`src/pkg/lbd_regs.vh`:
```
// Constants for the LED backlight dimming control block.
// Assumes an I2C host writes the 8-bit registers and REF_CLK runs at 25 MHz.
// How it works
// RQ1: All dimming timers and counters run from the one fixed block clock.
// RQ2: Resistor select 1 picks external frequency, else 2-bit field picks 312/625/1250 kHz.
// RQ3: On enable, output below 1 V means short; stay disabled.
// RQ4: Then check LED open and over-voltage; soft start only if all pass.
// RQ5: Host waits 2 ms after enable before I2C, then applies input pulses; the bench starts I2C as soon as ACTIVE is high.
// RQ6: Standby bit with external source: input low over 70 ms enters standby.
// RQ7: Adaptive mode starts at output-voltage code, minimum active channel as feedback.
// RQ8: Adaptive: periodic step up below headroom, down above headroom plus hysteresis.
// RQ9: Manual mode drives the output voltage from the output-voltage code.
// RQ10: Source field: 00 external, 01/11 external times register, 10 register duty.
// RQ11: Direct drive bit makes LED output follow the external input.
// RQ12: Method 01 scales amplitude linearly with dimming duty.
// RQ13: Analog mode picks frequency from brightness top byte against two thresholds.
// RQ14: Both threshold registers zero disables automatic frequency selection.
// RQ15: Method 00: amplitude from current code and range, duty follows dimming duty.
// RQ16: Method 10: above transfer point amplitude dims; below, duty scaled by point.
// RQ17: Slope field sets transition time; smoothing field sets transition curvature.
// RQ18: Jitter range bit: 0 gives 1/10, 1 gives 1/16 of frequency.
// RQ19: Rate field 00/01/10 gives 1/100,1/150,1/200; 11 disables jitter.
// RQ20: Duty rise above jump threshold raises output voltage by jump amount.
// RQ21: Two-bit field selects one of three gate-drive strengths.
// RQ22: Three-bit dithering extends the dimming output resolution.
// RQ23: Start-up clears the active bit of every unused channel.
// RQ24: Product duty equals external duty times register duty over full scale.
`ifndef LBD_REGS_VH
`define LBD_REGS_VH
`define LBD_REG_CTRL 4'h0
`define LBD_REG_DIM 4'h1
`define LBD_REG_DUTY_LO 4'h2
`define LBD_REG_DUTY_HI 4'h3
`define LBD_REG_CUR_LO 4'h4
`define LBD_REG_CUR_HI 4'h5
`define LBD_REG_FREQ 4'h6
`define LBD_REG_VOUT 4'h7
`define LBD_REG_HEAD 4'h8
`define LBD_REG_STEP 4'h9
`define LBD_REG_JIT 4'ha
`define LBD_REG_STATUS 8'h0b
`define LBD_REG_AF_LOW 4'hc
`define LBD_REG_AF_HIGH 4'hd
`define LBD_REG_BRIGHT 8'h0e
`define LBD_NUM_CFG 8'h0e
`define LBD_JIT_RST 8'h06
`define LBD_I2C_ADDR 7'h2c
`define LBD_CLK_HZ 25000000
`define LBD_CHK_US 100
`define LBD_SS_US 1000
`define LBD_ADAPT_US 1000
`define LBD_SBY_MS 70
`define LBD_JIT_DIV0 8'h64
`define LBD_JIT_DIV1 8'h96
`define LBD_JIT_DIV2 8'hc8
`endif

```
`src/hw/lbd_dummy_unused.v`:
```
// Intentionally empty.
`default_nettype none
`default_nettype wire

```
`src/hw/lbd_slew.v`:
```
// Moves a value toward its target one tick at a time.
// Assumes tick is a one-cycle pulse on the same clock.
`default_nettype none
module lbd_slew #(
  parameter W = 12
) (
  input wire clk,
  input wire rst_n,
  input wire ce,
  input wire tick,
  input wire [1:0] shape,
  input wire [W-1:0] target,
  output reg [W-1:0] value
);
  wire up = target > value;
  wire [W-1:0] diff = up ? target - value : value - target;
  wire [W-1:0] frac = diff >> shape;
  wire [W-1:0] step = (shape == 2'b00 || frac == {W{1'b0}}) ? {{(W-1){1'b0}}, 1'b1} : frac;
  always @(posedge clk or negedge rst_n)
  begin
    if (!rst_n)
      value <= {W{1'b0}};
    // RQ17: linear or curved approach
    else if (ce && tick && diff != {W{1'b0}})
      value <= up ? value + step : value - step;
  end
endmodule
`default_nettype wire

```
`src/hw/lbd_i2c.v`:
```
// I2C register slave: pointer write, data write and read with auto-increment.
// Assumes scl and sda are already synchronised to clk.
`include "lbd_regs.vh"
`default_nettype none
module lbd_i2c (
  input wire clk,
  input wire rst_n,
  input wire ce,
  input wire scl,
  input wire sda,
  input wire [7:0] rdata,
  output reg wr,
  output reg [7:0] ptr,
  output reg [7:0] wdata,
  output wire sda_oe
);
  localparam S_IDLE = 3'd0, S_ADDR = 3'd1, S_ACKA = 3'd2, S_PTR = 3'd3;
  localparam S_ACKP = 3'd4, S_DATA = 3'd5, S_ACKD = 3'd6, S_RD = 3'd7;
  reg [2:0] state;
  reg scl_d, sda_d, rack, rw;
  reg [3:0] bits;
  reg [7:0] sh;
  wire start = scl && scl_d && sda_d && !sda;
  wire stop = scl && scl_d && !sda_d && sda;
  wire rise = scl && !scl_d;
  wire fall = !scl && scl_d;
  wire rx = state == S_ADDR || state == S_PTR || state == S_DATA;
  wire ack = state == S_ACKA || state == S_ACKP || state == S_ACKD;
  assign sda_oe = ack || (state == S_RD && !rack && !sh[7]);
  always @(posedge clk or negedge rst_n)
  begin
    if (!rst_n)
    begin
      state <= S_IDLE;
      scl_d <= 1'b1;
      sda_d <= 1'b1;
      rack <= 1'b0;
      rw <= 1'b0;
      bits <= 4'h0;
      sh <= 8'h00;
      wr <= 1'b0;
      ptr <= 8'h00;
      wdata <= 8'h00;
    end
    else if (ce)
    begin
      scl_d <= scl;
      sda_d <= sda;
      wr <= 1'b0;
      if (start)
      begin
        state <= S_ADDR;
        bits <= 4'h0;
      end
      else if (stop)
        state <= S_IDLE;
      else if (rise && rx)
      begin
        sh <= {sh[6:0], sda};
        bits <= bits + 4'h1;
      end
      else if (rise && state == S_RD && rack && sda)
        state <= S_IDLE;
      else if (fall)
      begin
        case (state)
          S_ADDR:
            if (bits == 4'h8)
            begin
              rw <= sh[0];
              state <= (sh[7:1] == `LBD_I2C_ADDR) ? S_ACKA : S_IDLE;
            end
          S_PTR, S_DATA:
            if (bits == 4'h8)
            begin
              state <= (state == S_PTR) ? S_ACKP : S_ACKD;
              if (state == S_PTR)
                ptr <= sh;
              else
              begin
                wdata <= sh;
                wr <= 1'b1;
              end
            end
          S_ACKA, S_ACKP, S_ACKD:
          begin
            bits <= 4'h0;
            if (state == S_ACKD)
              ptr <= ptr + 8'h01;
            if (state == S_ACKA && rw)
            begin
              state <= S_RD;
              sh <= rdata;
              rack <= 1'b0;
            end
            else
              state <= (state == S_ACKA) ? S_PTR : S_DATA;
          end
          S_RD:
            if (rack)
            begin
              rack <= 1'b0;
              bits <= 4'h0;
              sh <= rdata;
            end
            else if (bits == 4'h7)
            begin
              rack <= 1'b1;
              ptr <= ptr + 8'h01;
            end
            else
            begin
              bits <= bits + 4'h1;
              sh <= {sh[6:0], 1'b0};
            end
          default:
            state <= S_IDLE;
        endcase
      end
    end
  end
endmodule
`default_nettype wire

```
`src/hw/lbd_top.v`:
```
// Digital control of a six-channel LED backlight boost driver.
// Assumes analog comparator results arrive as asynchronous levels on pins.
`include "lbd_regs.vh"
`default_nettype none
module lbd_top #(
  parameter MW = 24,
  parameter CHK_CYC = `LBD_CHK_US * (`LBD_CLK_HZ / 1000000),
  parameter SS_CYC = `LBD_SS_US * (`LBD_CLK_HZ / 1000000),
  parameter ADAPT_CYC = `LBD_ADAPT_US * (`LBD_CLK_HZ / 1000000),
  parameter SBY_CYC = `LBD_SBY_MS * (`LBD_CLK_HZ / 1000)
) (
  input wire REF_CLK,
  input wire RST_N,
  input wire CE,
  input wire EN,
  input wire PWM_IN,
  input wire SCL_IN,
  input wire SDA_IN,
  output wire SDA_OUT,
  output wire SDA_OE,
  input wire VOUT_LOW,
  input wire OVP_FAULT,
  input wire [5:0] LED_OPEN,
  input wire [5:0] LED_LOW,
  input wire [5:0] LED_HIGH,
  output reg LED_PWM,
  output wire [11:0] LED_AMP,
  output reg [2:0] MAX_RANGE,
  output reg EXT_DIM_FSET,
  output reg [1:0] FSW_SEL,
  output reg JITTER_EN,
  output reg JITTER_RANGE,
  output reg [7:0] JITTER_DIV,
  output reg [1:0] GATE_DRIVE,
  output reg [7:0] VOUT_CODE,
  output reg [5:0] CH_EN,
  output wire SOFT_START,
  output wire STANDBY,
  output wire FAULT,
  output wire ACTIVE
);
  localparam [2:0] ST_OFF = 3'd0, ST_SHORT = 3'd1, ST_CHECK = 3'd2, ST_SOFT = 3'd3;
  localparam [2:0] ST_RUN = 3'd4, ST_STBY = 3'd5, ST_FAULT = 3'd6;
  localparam [31:0] CHK_W = CHK_CYC - 1;
  localparam [31:0] SS_W = SS_CYC - 1;
  localparam [31:0] AD_W = ADAPT_CYC - 1;
  localparam [31:0] SBY_W = SBY_CYC;
  localparam [MW-1:0] CHK_LIM = CHK_W[MW-1:0];
  localparam [MW-1:0] SS_LIM = SS_W[MW-1:0];
  localparam [MW-1:0] AD_LIM = AD_W[MW-1:0];
  localparam [MW-1:0] SBY_LIM = SBY_W[MW-1:0];
  integer i;

  // Two-flop synchronisers for all pin inputs except RST_N and CE
  reg [23:0] sync1, sync2;
  always @(posedge REF_CLK or negedge RST_N)
  begin
    if (!RST_N)
    begin
      sync1 <= 24'h000000;
      sync2 <= 24'h000000;
    end
    else if (CE)
    begin
      sync1 <= {LED_HIGH, LED_LOW, LED_OPEN, OVP_FAULT, VOUT_LOW, SDA_IN, SCL_IN, PWM_IN, EN};
      sync2 <= sync1;
    end
  end
  wire en_s = sync2[0];
  wire pwm_s = sync2[1];
  wire vlow_s = sync2[4];
  wire ovp_s = sync2[5];
  wire [5:0] open_s = sync2[11:6];
  wire [5:0] low_s = sync2[17:12];
  wire [5:0] high_s = sync2[23:18];

  // Register file
  reg [7:0] cfg [0:13];
  reg [2:0] state;
  wire wr;
  wire [7:0] ptr, wdata;
  reg [7:0] rdata;
  wire [11:0] amp_out;
  lbd_i2c u_i2c (
    .clk(REF_CLK),
    .rst_n(RST_N),
    .ce(CE),
    .scl(sync2[2]),
    .sda(sync2[3]),
    .rdata(rdata),
    .wr(wr),
    .ptr(ptr),
    .wdata(wdata),
    .sda_oe(SDA_OE)
  );
  assign SDA_OUT = 1'b0;
  always @(posedge REF_CLK or negedge RST_N)
  begin
    if (!RST_N)
    begin
      for (i = 0; i < 14; i = i + 1)
        cfg[i] <= 8'h00;
      cfg[`LBD_REG_JIT] <= `LBD_JIT_RST;
    end
    else if (CE && wr && ptr < `LBD_NUM_CFG && ptr != `LBD_REG_STATUS)
      cfg[ptr[3:0]] <= wdata;
  end
  always @*
  begin
    if (ptr == `LBD_REG_STATUS)
      rdata = {state == ST_FAULT, state == ST_STBY, CH_EN};
    else if (ptr == `LBD_REG_BRIGHT)
      rdata = amp_out[11:4];
    else if (ptr < `LBD_NUM_CFG)
      rdata = cfg[ptr[3:0]];
    else
      rdata = 8'h00;
  end
  wire [7:0] ctrl = cfg[`LBD_REG_CTRL];
  wire [7:0] dimc = cfg[`LBD_REG_DIM];
  wire [7:0] freq = cfg[`LBD_REG_FREQ];
  wire [7:0] stp = cfg[`LBD_REG_STEP];
  wire [7:0] jit = cfg[`LBD_REG_JIT];
  wire [7:0] lo_th = cfg[`LBD_REG_AF_LOW];
  wire [7:0] hi_th = cfg[`LBD_REG_AF_HIGH];
  wire [15:0] reg_duty = {cfg[`LBD_REG_DUTY_HI], cfg[`LBD_REG_DUTY_LO]};
  wire [11:0] cur_code = {cfg[`LBD_REG_CUR_HI][3:0], cfg[`LBD_REG_CUR_LO]};
  wire [1:0] src = ctrl[7:6];
  wire [1:0] method = dimc[1:0];
  wire [1:0] tsel = dimc[3:2];
  wire standby_on_low_input = ctrl[3];
  wire adaptive = ctrl[4];
  wire direct_input_drive = ctrl[5];

  // External duty measurement with serial divider
  reg pwm_d;
  reg [MW-1:0] hi_cnt, per_cnt, hi_l, per_l, low_cnt;
  reg [MW:0] rem;
  reg [4:0] div_cnt;
  reg [15:0] quo, ext_duty;
  wire per_full = &per_cnt;
  wire [MW+1:0] rem2 = {rem, 1'b0};
  wire ge = rem2 >= {2'b00, per_l};
  wire [15:0] next_quo = {quo[14:0], ge};
  always @(posedge REF_CLK or negedge RST_N)
  begin
    if (!RST_N)
    begin
      pwm_d <= 1'b0;
      hi_cnt <= {MW{1'b0}};
      per_cnt <= {MW{1'b1}};
      hi_l <= {MW{1'b0}};
      per_l <= {MW{1'b1}};
      low_cnt <= {MW{1'b0}};
      rem <= {(MW+1){1'b0}};
      div_cnt <= 5'd0;
      quo <= 16'h0000;
      ext_duty <= 16'h0000;
    end
    else if (CE)
    begin
      pwm_d <= pwm_s;
      low_cnt <= pwm_s ? {MW{1'b0}} : (&low_cnt ? low_cnt : low_cnt + 1'b1);
      if (pwm_s && !pwm_d)
      begin
        hi_l <= hi_cnt;
        per_l <= per_cnt;
        hi_cnt <= {{(MW-1){1'b0}}, 1'b1};
        per_cnt <= {{(MW-1){1'b0}}, 1'b1};
        rem <= {1'b0, hi_cnt};
        quo <= 16'h0000;
        div_cnt <= per_full ? 5'd0 : 5'd16;
      end
      else
      begin
        per_cnt <= per_full ? per_cnt : per_cnt + 1'b1;
        hi_cnt <= (pwm_s && !per_full) ? hi_cnt + 1'b1 : hi_cnt;
        if (per_full)
          ext_duty <= pwm_s ? 16'hffff : 16'h0000;
        else if (div_cnt != 5'd0)
        begin
          rem <= ge ? rem2[MW:0] - {1'b0, per_l} : rem2[MW:0];
          quo <= next_quo;
          div_cnt <= div_cnt - 5'd1;
          if (div_cnt == 5'd1)
            ext_duty <= (hi_l >= per_l) ? 16'hffff : next_quo;
        end
      end
    end
  end

  // RQ24: product over full scale
  wire [31:0] prod = ext_duty * reg_duty + {16'h0000, reg_duty};
  reg [15:0] dim_duty;
  always @*
  begin
    // RQ10: brightness source select
    case (src)
      2'b00: dim_duty = ext_duty;
      2'b10: dim_duty = reg_duty;
      default: dim_duty = prod[31:16];
    endcase
  end

  // Dimming method: amplitude and duty targets
  wire run = state == ST_RUN;
  wire [15:0] tp = 16'h8000 >> tsel;
  wire [11:0] tp_amp = 12'h800 >> tsel;
  wire [15:0] mix_duty = dim_duty << ({1'b0, tsel} + 3'd1);
  reg [11:0] tgt_amp;
  reg [15:0] tgt_duty;
  always @*
  begin
    tgt_amp = cur_code;
    tgt_duty = dim_duty;
    case (method)
      // RQ12: analog amplitude scaling
      2'b01:
      begin
        tgt_amp = dim_duty[15:4];
        tgt_duty = 16'hffff;
      end
      // RQ16: mix around transfer point
      2'b10:
        if (dim_duty > tp)
        begin
          tgt_amp = dim_duty[15:4];
          tgt_duty = 16'hffff;
        end
        else
        begin
          tgt_amp = tp_amp;
          tgt_duty = mix_duty;
        end
      // RQ15: fixed amplitude, duty follows
      default:
      begin
        tgt_amp = cur_code;
        tgt_duty = dim_duty;
      end
    endcase
    if (!run)
    begin
      tgt_amp = 12'h000;
      tgt_duty = 16'h0000;
    end
  end

  // RQ1: shared timer prescaler
  reg [15:0] pre;
  wire [15:0] slope_mask = (16'h0010 << dimc[6:4]) - 16'h0001;
  wire slew_tick = (pre & slope_mask) == 16'h0000;
  wire [15:0] duty_out;
  lbd_slew #(.W(12)) u_amp (
    .clk(REF_CLK),
    .rst_n(RST_N),
    .ce(CE),
    .tick(slew_tick),
    .shape(freq[5:4]),
    .target(tgt_amp),
    .value(amp_out)
  );
  lbd_slew #(.W(16)) u_duty (
    .clk(REF_CLK),
    .rst_n(RST_N),
    .ce(CE),
    .tick(slew_tick),
    .shape(freq[5:4]),
    .target(tgt_duty),
    .value(duty_out)
  );
  assign LED_AMP = amp_out;

  // Dithered PWM generator
  reg [3:0] fdiv;
  reg [12:0] pcnt;
  reg [2:0] frame;
  wire [13:0] cmp = {1'b0, duty_out[15:3]} + {13'h0000, frame < duty_out[2:0]};
  wire pwm_on = duty_out == 16'hffff || {1'b0, pcnt} < cmp;
  always @(posedge REF_CLK or negedge RST_N)
  begin
    if (!RST_N)
    begin
      pre <= 16'h0000;
      fdiv <= 4'h0;
      pcnt <= 13'h0000;
      frame <= 3'd0;
      LED_PWM <= 1'b0;
    end
    else if (CE)
    begin
      pre <= pre + 16'h0001;
      fdiv <= (fdiv == 4'h0) ? freq[3:0] : fdiv - 4'h1;
      if (fdiv == 4'h0)
      begin
        pcnt <= pcnt + 13'h0001;
        // RQ22: three-bit frame dither
        if (&pcnt)
          frame <= frame + 3'd1;
      end
      // RQ11: direct input drive
      LED_PWM <= direct_input_drive ? (run && pwm_s) : (run && pwm_on);
    end
  end

  // Start-up, standby and output voltage control
  reg [MW-1:0] tmr, atmr;
  reg [15:0] duty_prev;
  wire low_any = |(low_s & CH_EN);
  wire high_all = (&(high_s | ~CH_EN)) && (|CH_EN);
  wire jump = dim_duty > duty_prev && (dim_duty - duty_prev) > (16'h1000 << stp[5:4]);
  wire [8:0] up_sum = {1'b0, VOUT_CODE} + {1'b0, 8'h01 << stp[1:0]};
  wire [8:0] dn_dif = {1'b0, VOUT_CODE} - {1'b0, 8'h01 << stp[3:2]};
  wire [8:0] jp_sum = {1'b0, VOUT_CODE} + {1'b0, 8'h04 << stp[7:6]};
  always @(posedge REF_CLK or negedge RST_N)
  begin
    if (!RST_N)
    begin
      state <= ST_OFF;
      tmr <= {MW{1'b0}};
      atmr <= {MW{1'b0}};
      CH_EN <= 6'h3f;
      VOUT_CODE <= 8'h00;
      duty_prev <= 16'h0000;
    end
    else if (CE)
    begin
      duty_prev <= dim_duty;
      tmr <= tmr + 1'b1;
      if (!en_s)
      begin
        state <= ST_OFF;
        VOUT_CODE <= 8'h00;
      end
      else
        case (state)
          ST_OFF:
          begin
            state <= ST_SHORT;
            tmr <= {MW{1'b0}};
          end
          // RQ3: output short check
          ST_SHORT:
            if (tmr == CHK_LIM)
            begin
              state <= vlow_s ? ST_FAULT : ST_CHECK;
              tmr <= {MW{1'b0}};
            end
          // RQ4: open and over-voltage check
          ST_CHECK:
            if (tmr == CHK_LIM)
            begin
              // RQ23: drop unused channels
              CH_EN <= ~open_s;
              state <= ((&open_s) || ovp_s) ? ST_FAULT : ST_SOFT;
              tmr <= {MW{1'b0}};
              // RQ7: start at target code
              VOUT_CODE <= cfg[`LBD_REG_VOUT];
            end
          ST_SOFT:
            if (tmr == SS_LIM)
            begin
              state <= ST_RUN;
              atmr <= {MW{1'b0}};
            end
          ST_RUN:
          begin
            atmr <= (atmr == AD_LIM) ? {MW{1'b0}} : atmr + 1'b1;
            // RQ6: standby on long low input
            if (standby_on_low_input && src == 2'b00 && low_cnt > SBY_LIM)
              state <= ST_STBY;
            // RQ20: voltage jump on duty rise
            else if (jump)
              VOUT_CODE <= jp_sum[8] ? 8'hff : jp_sum[7:0];
            else if (atmr == AD_LIM)
            begin
              // RQ8: periodic headroom stepping
              if (adaptive && low_any)
                VOUT_CODE <= up_sum[8] ? 8'hff : up_sum[7:0];
              else if (adaptive && high_all)
                VOUT_CODE <= dn_dif[8] ? 8'h00 : dn_dif[7:0];
              // RQ9: manual code
              else if (!adaptive)
                VOUT_CODE <= cfg[`LBD_REG_VOUT];
            end
          end
          ST_STBY:
          begin
            VOUT_CODE <= 8'h00;
            if (pwm_s)
            begin
              state <= ST_SHORT;
              tmr <= {MW{1'b0}};
            end
          end
          ST_FAULT:
            VOUT_CODE <= 8'h00;
          default:
            state <= ST_OFF;
        endcase
    end
  end
  assign SOFT_START = state == ST_SOFT;
  assign STANDBY = state == ST_STBY;
  assign FAULT = state == ST_FAULT;
  assign ACTIVE = run;

  // Switching frequency, jitter and gate drive settings
  wire auto_on = method == 2'b01 && !(lo_th == 8'h00 && hi_th == 8'h00);
  always @(posedge REF_CLK or negedge RST_N)
  begin
    if (!RST_N)
    begin
      FSW_SEL <= 2'b00;
      JITTER_EN <= 1'b0;
      JITTER_RANGE <= 1'b0;
      JITTER_DIV <= `LBD_JIT_DIV0;
      GATE_DRIVE <= 2'b00;
      MAX_RANGE <= 3'd0;
      EXT_DIM_FSET <= 1'b0;
    end
    else if (CE)
    begin
      // RQ13: automatic selection; RQ14: zero thresholds disable it
      if (auto_on)
        FSW_SEL <= (amp_out[11:4] < lo_th) ? 2'b00 : (amp_out[11:4] > hi_th) ? 2'b10 : 2'b01;
      // RQ2: resistor or register frequency
      else if (ctrl[0])
        FSW_SEL <= 2'b11;
      else
        FSW_SEL <= (ctrl[2:1] == 2'b11) ? 2'b10 : ctrl[2:1];
      // RQ18: jitter range
      JITTER_RANGE <= jit[0];
      // RQ19: modulation rate
      JITTER_EN <= jit[2:1] != 2'b11;
      JITTER_DIV <= (jit[2:1] == 2'b01) ? `LBD_JIT_DIV1 :
                    (jit[2:1] == 2'b10) ? `LBD_JIT_DIV2 : `LBD_JIT_DIV0;
      // RQ21: three drive strengths
      GATE_DRIVE <= (freq[7:6] == 2'b11) ? 2'b10 : freq[7:6];
      MAX_RANGE <= cfg[`LBD_REG_CUR_HI][6:4];
      EXT_DIM_FSET <= dimc[7];
    end
  end
endmodule
`default_nettype wire

```
`config.mk`:
```
export PLATFORM = sky130hd
export DESIGN_NAME = lbd_top
export DESIGN_NICKNAME = d
export VERILOG_FILES = /design/src/hw/lbd_dummy_unused.v /design/src/hw/lbd_slew.v /design/src/hw/lbd_i2c.v /design/src/hw/lbd_top.v
export VERILOG_INCLUDE_DIRS = /design/src /design/src/pkg
export SDC_FILE = /design/constraint.sdc
export NUM_CORES = 2
export LEC_CHECK = 0
export BUFFER_PORTS_ARGS = -buffer_cell sky130_fd_sc_hd__buf_2
export CORE_UTILIZATION = 30
export CTS_BUF_LIST = sky130_fd_sc_hd__clkbuf_4
export DETAILED_ROUTE_END_ITERATION = 10
export HOLD_SLACK_MARGIN = 0.03
export SLEW_MARGIN = 10
export SYNTH_ARGS = -nofsm -noshare
export SYNTH_HDL_FRONTEND = slang
export SYNTH_SLANG_ARGS = --single-unit
```
`constraint.sdc`:
```
create_clock -name REF_CLK -period 17.8 [get_ports REF_CLK]
set_input_delay 2.67 -clock REF_CLK [delete_from_list [all_inputs] [get_ports REF_CLK]]
set_output_delay 2.67 -clock REF_CLK [all_outputs]
set_load 0.02 [all_outputs]
```
Word level (Yosys, flattened, before mapping)
Cells that the tools add are included.
{"block": "totals", "reg_bits": 542, "wordCells": 415}
{"block": "op_classes", "n_reduce_logical": 104, "shifts": 10, "addsub": 29, "n_lt_le_gt_ge": 15, "eq_ne": 61, "n_mux": 127, "bitwise_logic": 12, "multipliers": 1}
{"op": "$mux W24", "n": 11}
{"op": "$mux W8", "n": 30}
{"op": "$mux W16", "n": 10}
{"op": "$add A24 B1 Y24 const B", "n": 5}
{"op": "$bwmux W112", "n": 1}
{"op": "$mux W25", "n": 4}
{"op": "$pmux W24 S3", "n": 1}
{"op": "$gt A16 B16 Y1", "n": 4}
{"op": "$pmux W16 S2", "n": 2}
{"op": "$sub A16 B16 Y16", "n": 4}
{"op": "$mux W12", "n": 5}
{"op": "$mux W3", "n": 17}
{"op": "$eq A24 B15 Y1 const B", "n": 2}
{"op": "$pmux W24 S2", "n": 1}
{"op": "$pmux W8 S3", "n": 2}
{"op": "$reduce_and A24 Y1", "n": 2}
{"op": "$mux W15", "n": 3}
{"op": "$sub A12 B12 Y12", "n": 3}
{"op": "$logic_and A1 B1 Y1", "n": 33}
{"op": "$add A32 B16 Y32", "n": 1}
{"op": "$bmux W8 S4", "n": 1}
{"op": "$demux W8 S4", "n": 1}
{"op": "$logic_not A16 Y1", "n": 2}
{"op": "$mul A16 B16 Y32", "n": 1}
{"op": "other kinds (99)", "n": 213}

Longest topological paths before layout
{"block": "depth", "ltp_word": 15, "ltp_mapped": 68, "ltp_nobuf": 64}

Hierarchy
A second synthesis with hierarchy kept.
{"block": "hier_totals", "cells_unflattened": 5140, "area_unflattened_um2": 46115.5}
{"mod": "lbd_top", "cells_each": 3941, "area_per_inst_um2": 36705.2, "seq_area_each_um2": 11860.1, "instances": 1}
{"mod": "lbd_slew at u_duty", "cells_each": 546, "area_per_inst_um2": 4016.4, "seq_area_each_um2": 400.4, "instances": 1}
{"mod": "lbd_slew at u_amp", "cells_each": 439, "area_per_inst_um2": 3260.6, "seq_area_each_um2": 300.3, "instances": 1}
{"mod": "lbd_i2c", "cells_each": 214, "area_per_inst_um2": 2133.3, "seq_area_each_um2": 903.4, "instances": 1}

Least setup slack after synthesis
No wires, ideal clock.
{"block": "synth_timing", "path_kind": "reg-to-reg", "startpoint": "register cfg[81] (netlist name)", "endpoint": "register u_duty.value[14]", "stages_incl_launch_ff": 63, "required_time_ps": 17675, "arrival_time_ps": 14308, "path_slack_ps": 3368, "period_less_slack_ps": 14432, "cell_sequence": "dfrtp_1 > clkbuf_1 > clkbuf_1 > nand2_1 > fa_1 > inv_1 > fa_1 > fa_1 > fa_1 > fa_1 > inv_1 > fa_1 > inv_1 > ha_1 > clkbuf_1 > nand4_1 > nor3_1 > o211ai_1 > (+27 left out) > a21o_1 > inv_1 > ha_1 > nor2_1 > xor2_1 > ha_1 > nor2b_1 > o21ai_0 > a21boi_0 > o21ai_0 > a21boi_0 > o21ai_0 > a21boi_0 > o21ai_0 > nand2b_1 > a31oi_1 > o311ai_0 > mux2_2"}
{"block": "synth_between", "elab_chain_cells": 15, "elab_cells_between_ends": 21, "classes_between": "add/sub (5); mul (1); order compare (2); shift (2); mux (7); reduce/logical (4)"}
{"element": "from (decl)", "line_no": "lbd_top.v:78", "rtl": "reg [7:0] cfg [0:13];"}
{"element": "from (signal, indexed assignment)", "line_no": "lbd_top.v:103", "rtl": "cfg[`LBD_REG_JIT] <= `LBD_JIT_RST;"}
{"element": "from (signal, indexed assignment)", "line_no": "lbd_top.v:106", "rtl": "cfg[ptr[3:0]] <= wdata;"}
{"element": "$mul A16 B16 Y32", "line_no": "lbd_top.v:193", "rtl": "wire [31:0] prod = ext_duty * reg_duty + {16'h0000, reg_duty};"}
{"element": "$add A32 B16 Y32 (*)", "line_no": "lbd_top.v:193"}
{"element": "$pmux W16 S2 (*)", "line_no": "lbd_top.v:198", "rtl": "case (src)"}
{"element": "via dim_duty[14]", "line_no": "lbd_top.v:194", "rtl": "reg [15:0] dim_duty;"}
{"element": "$gt A16 B16 Y1 or $shl A16 B3 Y16 (tied branches)", "line_no": "lbd_top.v:225, lbd_top.v:209"}
{"element": "$mux W16", "line_no": "lbd_top.v:225", "rtl": "if (dim_duty > tp)"}
{"element": "$pmux W16 S2 (*)", "line_no": "lbd_top.v:216", "rtl": "case (method)"}
{"element": "$mux W16 (*)", "line_no": "lbd_top.v:242", "rtl": "if (!run)"}
{"element": "$sub A16 B16 Y16 or $gt A16 B16 Y1 (tied branches)", "line_no": "lbd_slew.v:16, lbd_slew.v:15"}
{"element": "$mux W16", "line_no": "lbd_slew.v:16", "rtl": "wire [W-1:0] diff = up ? target - value : value - target;"}
{"element": "$shr A16 B2 Y16", "line_no": "lbd_slew.v:17", "rtl": "wire [W-1:0] frac = diff >> shape;"}
{"element": "$logic_not A16 Y1", "line_no": "lbd_slew.v:18", "rtl": "wire [W-1:0] step = (shape == 2'b00 || frac == {W{1'b0}}) ? {{(W-1){1'b0}}, 1'b1} : frac;"}
{"element": "$logic_or A1 B1 Y1", "line_no": "lbd_slew.v:18"}
{"element": "$mux W16", "line_no": "lbd_slew.v:18"}
{"element": "$sub A16 B16 Y16 or $add A16 B16 Y16 (tied branches)", "line_no": "lbd_slew.v:25", "rtl": "value <= up ? value + step : value - step;"}
{"element": "$mux W16", "line_no": "lbd_slew.v:25"}
{"element": "to (signal assigned)", "line_no": "lbd_slew.v:22", "rtl": "value <= {W{1'b0}};"}
{"element": "to (signal assigned)", "line_no": "lbd_slew.v:25"}
{"element": "to (decl)", "line_no": "lbd_slew.v:13", "rtl": "output reg [W-1:0] value"}
Mark *: on every way through the listed nets, which the timed path passes. The rest lies on a longest branch.
A chain may end at the register's enable or synchronous reset.

Worst setup path after layout
{"block": "layout_timing", "startpoint": "register ext_duty[13]", "endpoint": "register u_duty.value[14]"}
{"block": "layout_between", "elab_chain_cells": 15, "elab_cells_between_ends": 21, "classes_between": "add/sub (5); mul (1); order compare (2); shift (2); mux (7); reduce/logical (4)"}
{"element": "from (decl)", "line_no": "lbd_top.v:140", "rtl": "reg [15:0] quo, ext_duty;"}
{"element": "from (signal assigned)", "line_no": "lbd_top.v:179", "rtl": "ext_duty <= pwm_s ? 16'hffff : 16'h0000;"}
{"element": "from (signal assigned)", "line_no": "lbd_top.v:186", "rtl": "ext_duty <= (hi_l >= per_l) ? 16'hffff : next_quo;"}
{"element": "$mul A16 B16 Y32 (*)", "line_no": "lbd_top.v:193"}
{"element": "$add A32 B16 Y32 (*)", "line_no": "lbd_top.v:193"}
{"element": "$pmux W16 S2 (*)", "line_no": "lbd_top.v:198"}
{"element": "via dim_duty[15]", "line_no": "lbd_top.v:194"}
{"element": "$gt A16 B16 Y1 or $shl A16 B3 Y16 (tied branches)", "line_no": "lbd_top.v:225, lbd_top.v:209"}
{"element": "$mux W16", "line_no": "lbd_top.v:225"}
{"element": "$pmux W16 S2 (*)", "line_no": "lbd_top.v:216"}
{"element": "$mux W16 (*)", "line_no": "lbd_top.v:242"}
{"element": "$sub A16 B16 Y16 or $gt A16 B16 Y1 (tied branches)", "line_no": "lbd_slew.v:16, lbd_slew.v:15"}
{"element": "$mux W16", "line_no": "lbd_slew.v:16"}
{"element": "$shr A16 B2 Y16", "line_no": "lbd_slew.v:17"}
{"element": "$logic_not A16 Y1", "line_no": "lbd_slew.v:18"}
{"element": "$logic_or A1 B1 Y1", "line_no": "lbd_slew.v:18"}
{"element": "$mux W16", "line_no": "lbd_slew.v:18"}
{"element": "$sub A16 B16 Y16 or $add A16 B16 Y16 (tied branches)", "line_no": "lbd_slew.v:25"}
{"element": "$mux W16", "line_no": "lbd_slew.v:25"}
Marked as above.

==> impl_summary.txt <==
----------------------------------------------------
[Pwr]
  Power per Cell Area ... around 110 nW/um2
  Maximum resistive drop on vdd ... 0.05252 mV
  Leakage power of the design ... about 23 nW

[Yosys]
  Cell area after synthesis ... 44,720 um2
  Per-instance average area after synthesis ... 8.919 um2
  Largest cells by area after synthesis ... sky130_fd_sc_hd__dfrtp_1 27%, sky130_fd_sc_hd__fa_1 9.8%, sky130_fd_sc_hd__ha_1 9.3%
  Top-area cell type share of the netlist area ... 26.52%
  Synth top cells by count ... 574 x sky130_fd_sc_hd__nand2_1, 505 x sky130_fd_sc_hd__inv_1, 474 x sky130_fd_sc_hd__dfrtp_1
  Post-synth top area cell ... sky130_fd_sc_hd__dfrtp_1
  Synth Instances ... 5,014
  Post-synthesis register bit count ... 535
  Synthesis warning total ... 0
  Sequential fraction of the synthesis area ... 30.11%
  Async set or reset register ratio after synthesis ... 100.0%
  Count of flip-flops with a built-in enable after synthesis ... 0
  Top_reg_cell synth ... sky130_fd_sc_hd__dfrtp_1
  Unique masters post-synth ... slightly above 90
  Most repeated cell in the gate-level netlist after synthesis ... sky130_fd_sc_hd__nand2_1

[Route]
  Per-cell via count in the routed design ... ~5.2
  Detailed-router iteration count before antenna repair ... 6
  Average wire length per cell after detail routing ... 17.78 um
  Number of design-rule violations left by the first detailed-router iteration ... 2,825
  Antenna Violating Nets Remaining ... 0
  Total number of vias ... approximately 37,000
  Post-Route WL ... ~130,000 um
  DRC Markers ... 0

[Placement]
  IO Port Bufs ... 75
  Half-perimeter wire length after placement ... just over 90,000 um
  Standard cell area after detailed placement ... around 47,000 um2
  Number of instances in the placed design ... just under 7,000
  GPL Wtd Cong ... 0.8961

[Setup path]
  Cell seen most often among critical-path stages ... sky130_fd_sc_hd__fa_1
  Worst Reg2Reg Path Length in Cells ... 57
  Startpoint of the worst register-to-register path ... ext_duty[13]
  Timing endpoint of the critical path ... u_duty.value[14]
  Peak fanout along the critical path ... 18
  Critical path startpoint category ... flop
  Crit path from ... ext_duty[13]
  Data arrival time of the worst path ... 17.36 ns
  CP Class ... reg2reg
  Slowest stage cell, crit path ... sky130_fd_sc_hd__dfrtp_1
  Minimum setup slack among reg-to-reg paths ... 1.38 ns
  CP required ... 18.73 ns
  Endpoint of the worst register-to-register path ... u_duty.value[14]
  Max incr delay on CP ... roughly 0.86 ns
  Worst Setup End Kind ... flop

[Floorplanning]
  Floorplan Core Area ... between 100,000 and 150,000 um2
  Starting density of the core ... 30.25%
  Floorplan row count ... 141
  Boundary Pins ... 78
  Die footprint ... about 150,000 um2
  Die X ... 388.1 um
  Vert. Die Dim ... 388.1 um

[Cells and area]
  Final design area excluding fillers ... 48,880 um2
  Share of final-layout standard cells stronger than drive strength 1 ... 13.48%
  Synth-to-Final Area Change ... 9.297%
  Post-route non-filler standard cell count ... around 7,100
  Final Net Count ... 5,619

[Timing]
  Setup Total Neg Slack ... 0 ns
  Clock Skew ... about 0.08 ns
  Total count of max-transition violations in the final report ... 0
  Actual slew at the worst max-slew pin ... 1.199 ns
  Fmax ... 60.90 MHz
  Number of failing hold endpoints at the final stage ... 0
  RSZ-0062 raised after global routing ... no
  Final Critical Period ... roughly 16 ns
  Final clock period utilization by the worst path ... 92.25%
  Count of final setup violators ... 0
  Worst slew margin ... 20.07%

[Clocking]
  Buffer type at the clock tree root ... sky130_fd_sc_hd__clkbuf_4
  Clock latency on the worst-skew pair ... about 1.1 ns
  CTS Hold Buffers Added ... 0
  Deepest level of the CTS H-tree ... 4
  Clock tree from TritonCTS ... built
  CTS buffer count ... 148
  Clk pin slew, worst setup/hold paths ... 0.07 ns
  Number of buffers on the longest clock path ... 3
  Sinks on the clock net ... 535

[GRT]
  GRT Residual Overflow ... 0
  Largest net degree at the start of global routing ... 168
  Vias in the first global route ... approximately 36,000
  Global-route usage over all layers ... 16.59%
  Wire length of the first global-routing pass ... 202,100 um
  Antenna violations before repair ... 3

[Run]
  Max-capacitance violation count ... 0

[Run status]
  Result of the run ... finished, final reports clean

[Min path]
  Hold WC Path Type ... reg2reg

----------------------------------------------------
## kinds of logic after synthesis
logic type	after synthesis	share of synthesized area (%)
simple gates	1609	16.91
flops	535	30.11
compound gates	1056	15.25
buf+inv	755	6.452
other cells	1	0.008385
xor+xnor	205	4.048
fa+ha+maj	550	19.06
mux	303	8.161
## per-layer routing
metal  GRT usage, %  wire (um)  vias to the layer above
met3          3.027       7210                      204
li1               -          -                    17420
met1          23.02      58390                    18260
met2          26.01      57260                     1064
met5              0          0                        -
met4          5.196       3056                        0
## layout make-up
class                      count  area (um2)
fill                       15340       98960
multi-input combinational   3726       28460
sequential                   535       13480
tap                         1930        2415
inverter                     513        1926
clock buffer                 222        1667
timing repair buffer         118       726.9
clock inverter                35       203.9
antenna                        3       7.507
## worst max-delay path: cells and delay by family, from the launching register on
kind | cells | cell delay [ns]
compound gates | 24 | 6.62
xor+xnor | 3 | 0.50
fa+ha+maj | 11 | 4.75
buf+inv | 6 | 0.49
flops | 1 | 0.86
mux | 2 | 0.72
simple gates | 11 | 2.31
## how the worst min path moves through the flow
stage                     startpoint  cells past startpoint  slack, ns       end
final                        cfg[19]                      0       0.37   cfg[19]
after global routing         cfg[23]                      0       0.39   cfg[23]
after CTS                    cfg[23]                      0       0.38   cfg[23]
after detailed placement     cfg[23]                      0       0.36   cfg[23]
after global placement       cfg[19]                      0       0.36   cfg[19]
after floorplan             sync2[7]                      1       0.40  CH_EN[1]
## power by group
part	internal [mW]	switching (mW)
Clock	0.586	0.558
Sequential	1.38	0.285
Combinational	0.942	1.44
Total	2.91	2.28
## placed cells by master (no fill, tap or decap), types with 44 or more instances in the layout
cell type	synthesis	layout
sky130_fd_sc_hd__buf_2	11	73
sky130_fd_sc_hd__inv_1	505	505
sky130_fd_sc_hd__fa_1	219	219
sky130_fd_sc_hd__mux2i_1	80	80
sky130_fd_sc_hd__and3_1	54	54
sky130_fd_sc_hd__nand3_1	112	112
sky130_fd_sc_hd__nor2b_1	44	44
sky130_fd_sc_hd__clkbuf_4	0	222
sky130_fd_sc_hd__nand2_1	574	574
sky130_fd_sc_hd__and2_1	143	143
sky130_fd_sc_hd__mux2_2	193	193
sky130_fd_sc_hd__nor3_1	68	66
sky130_fd_sc_hd__a21o_1	73	73
sky130_fd_sc_hd__dfstp_2	61	61
sky130_fd_sc_hd__xnor2_1	100	100
sky130_fd_sc_hd__nor2_1	374	373
sky130_fd_sc_hd__a21oi_1	252	251
sky130_fd_sc_hd__xor2_1	103	103
sky130_fd_sc_hd__ha_1	331	331
sky130_fd_sc_hd__dfrtp_1	474	464
sky130_fd_sc_hd__o21ai_0	301	300
sky130_fd_sc_hd__nand4_1	71	71
## per-stage QoR
step / setup slack [ns] / utilization, % / power [mW] / hold WS, ns
2_1_floorplan: 3.368 / - / 3.350 / 0.4005
3_3_place_gp: 1.028 / 31.75 / 3.992 / 0.3599
3_5_place_dp: 0.4783 / 31.75 / 4.025 / 0.3631
4_1_cts: 0.4849 / 33.02 / 5.207 / 0.3768
5_1_grt: 0.09848 / 33.06 / 5.599 / 0.3871
6_report: 1.379 / 33.06 / 5.191 / 0.3748
## flip-flops by register name, summed over array words and instances, names as in the netlist, 11 cells and up
name,flops
hi_cnt,24
u_duty.value,16
rem,25
duty_prev,16
sync2,24
u_amp.value,12
pre,11
cfg,56
per_cnt,24
low_cnt,24
tmr,24
quo,15
pcnt,13
ext_duty,16
hi_l,24
per_l,24
sync1,24
atmr,24
## what timing repair did
item                       4_1_cts  5_1_grt
hold endpoints to repair         0        0
resized for setup                0       13
setup endpoints to repair        0       13
buffers inserted                 0        1
(Power assumes the default switching activity.)
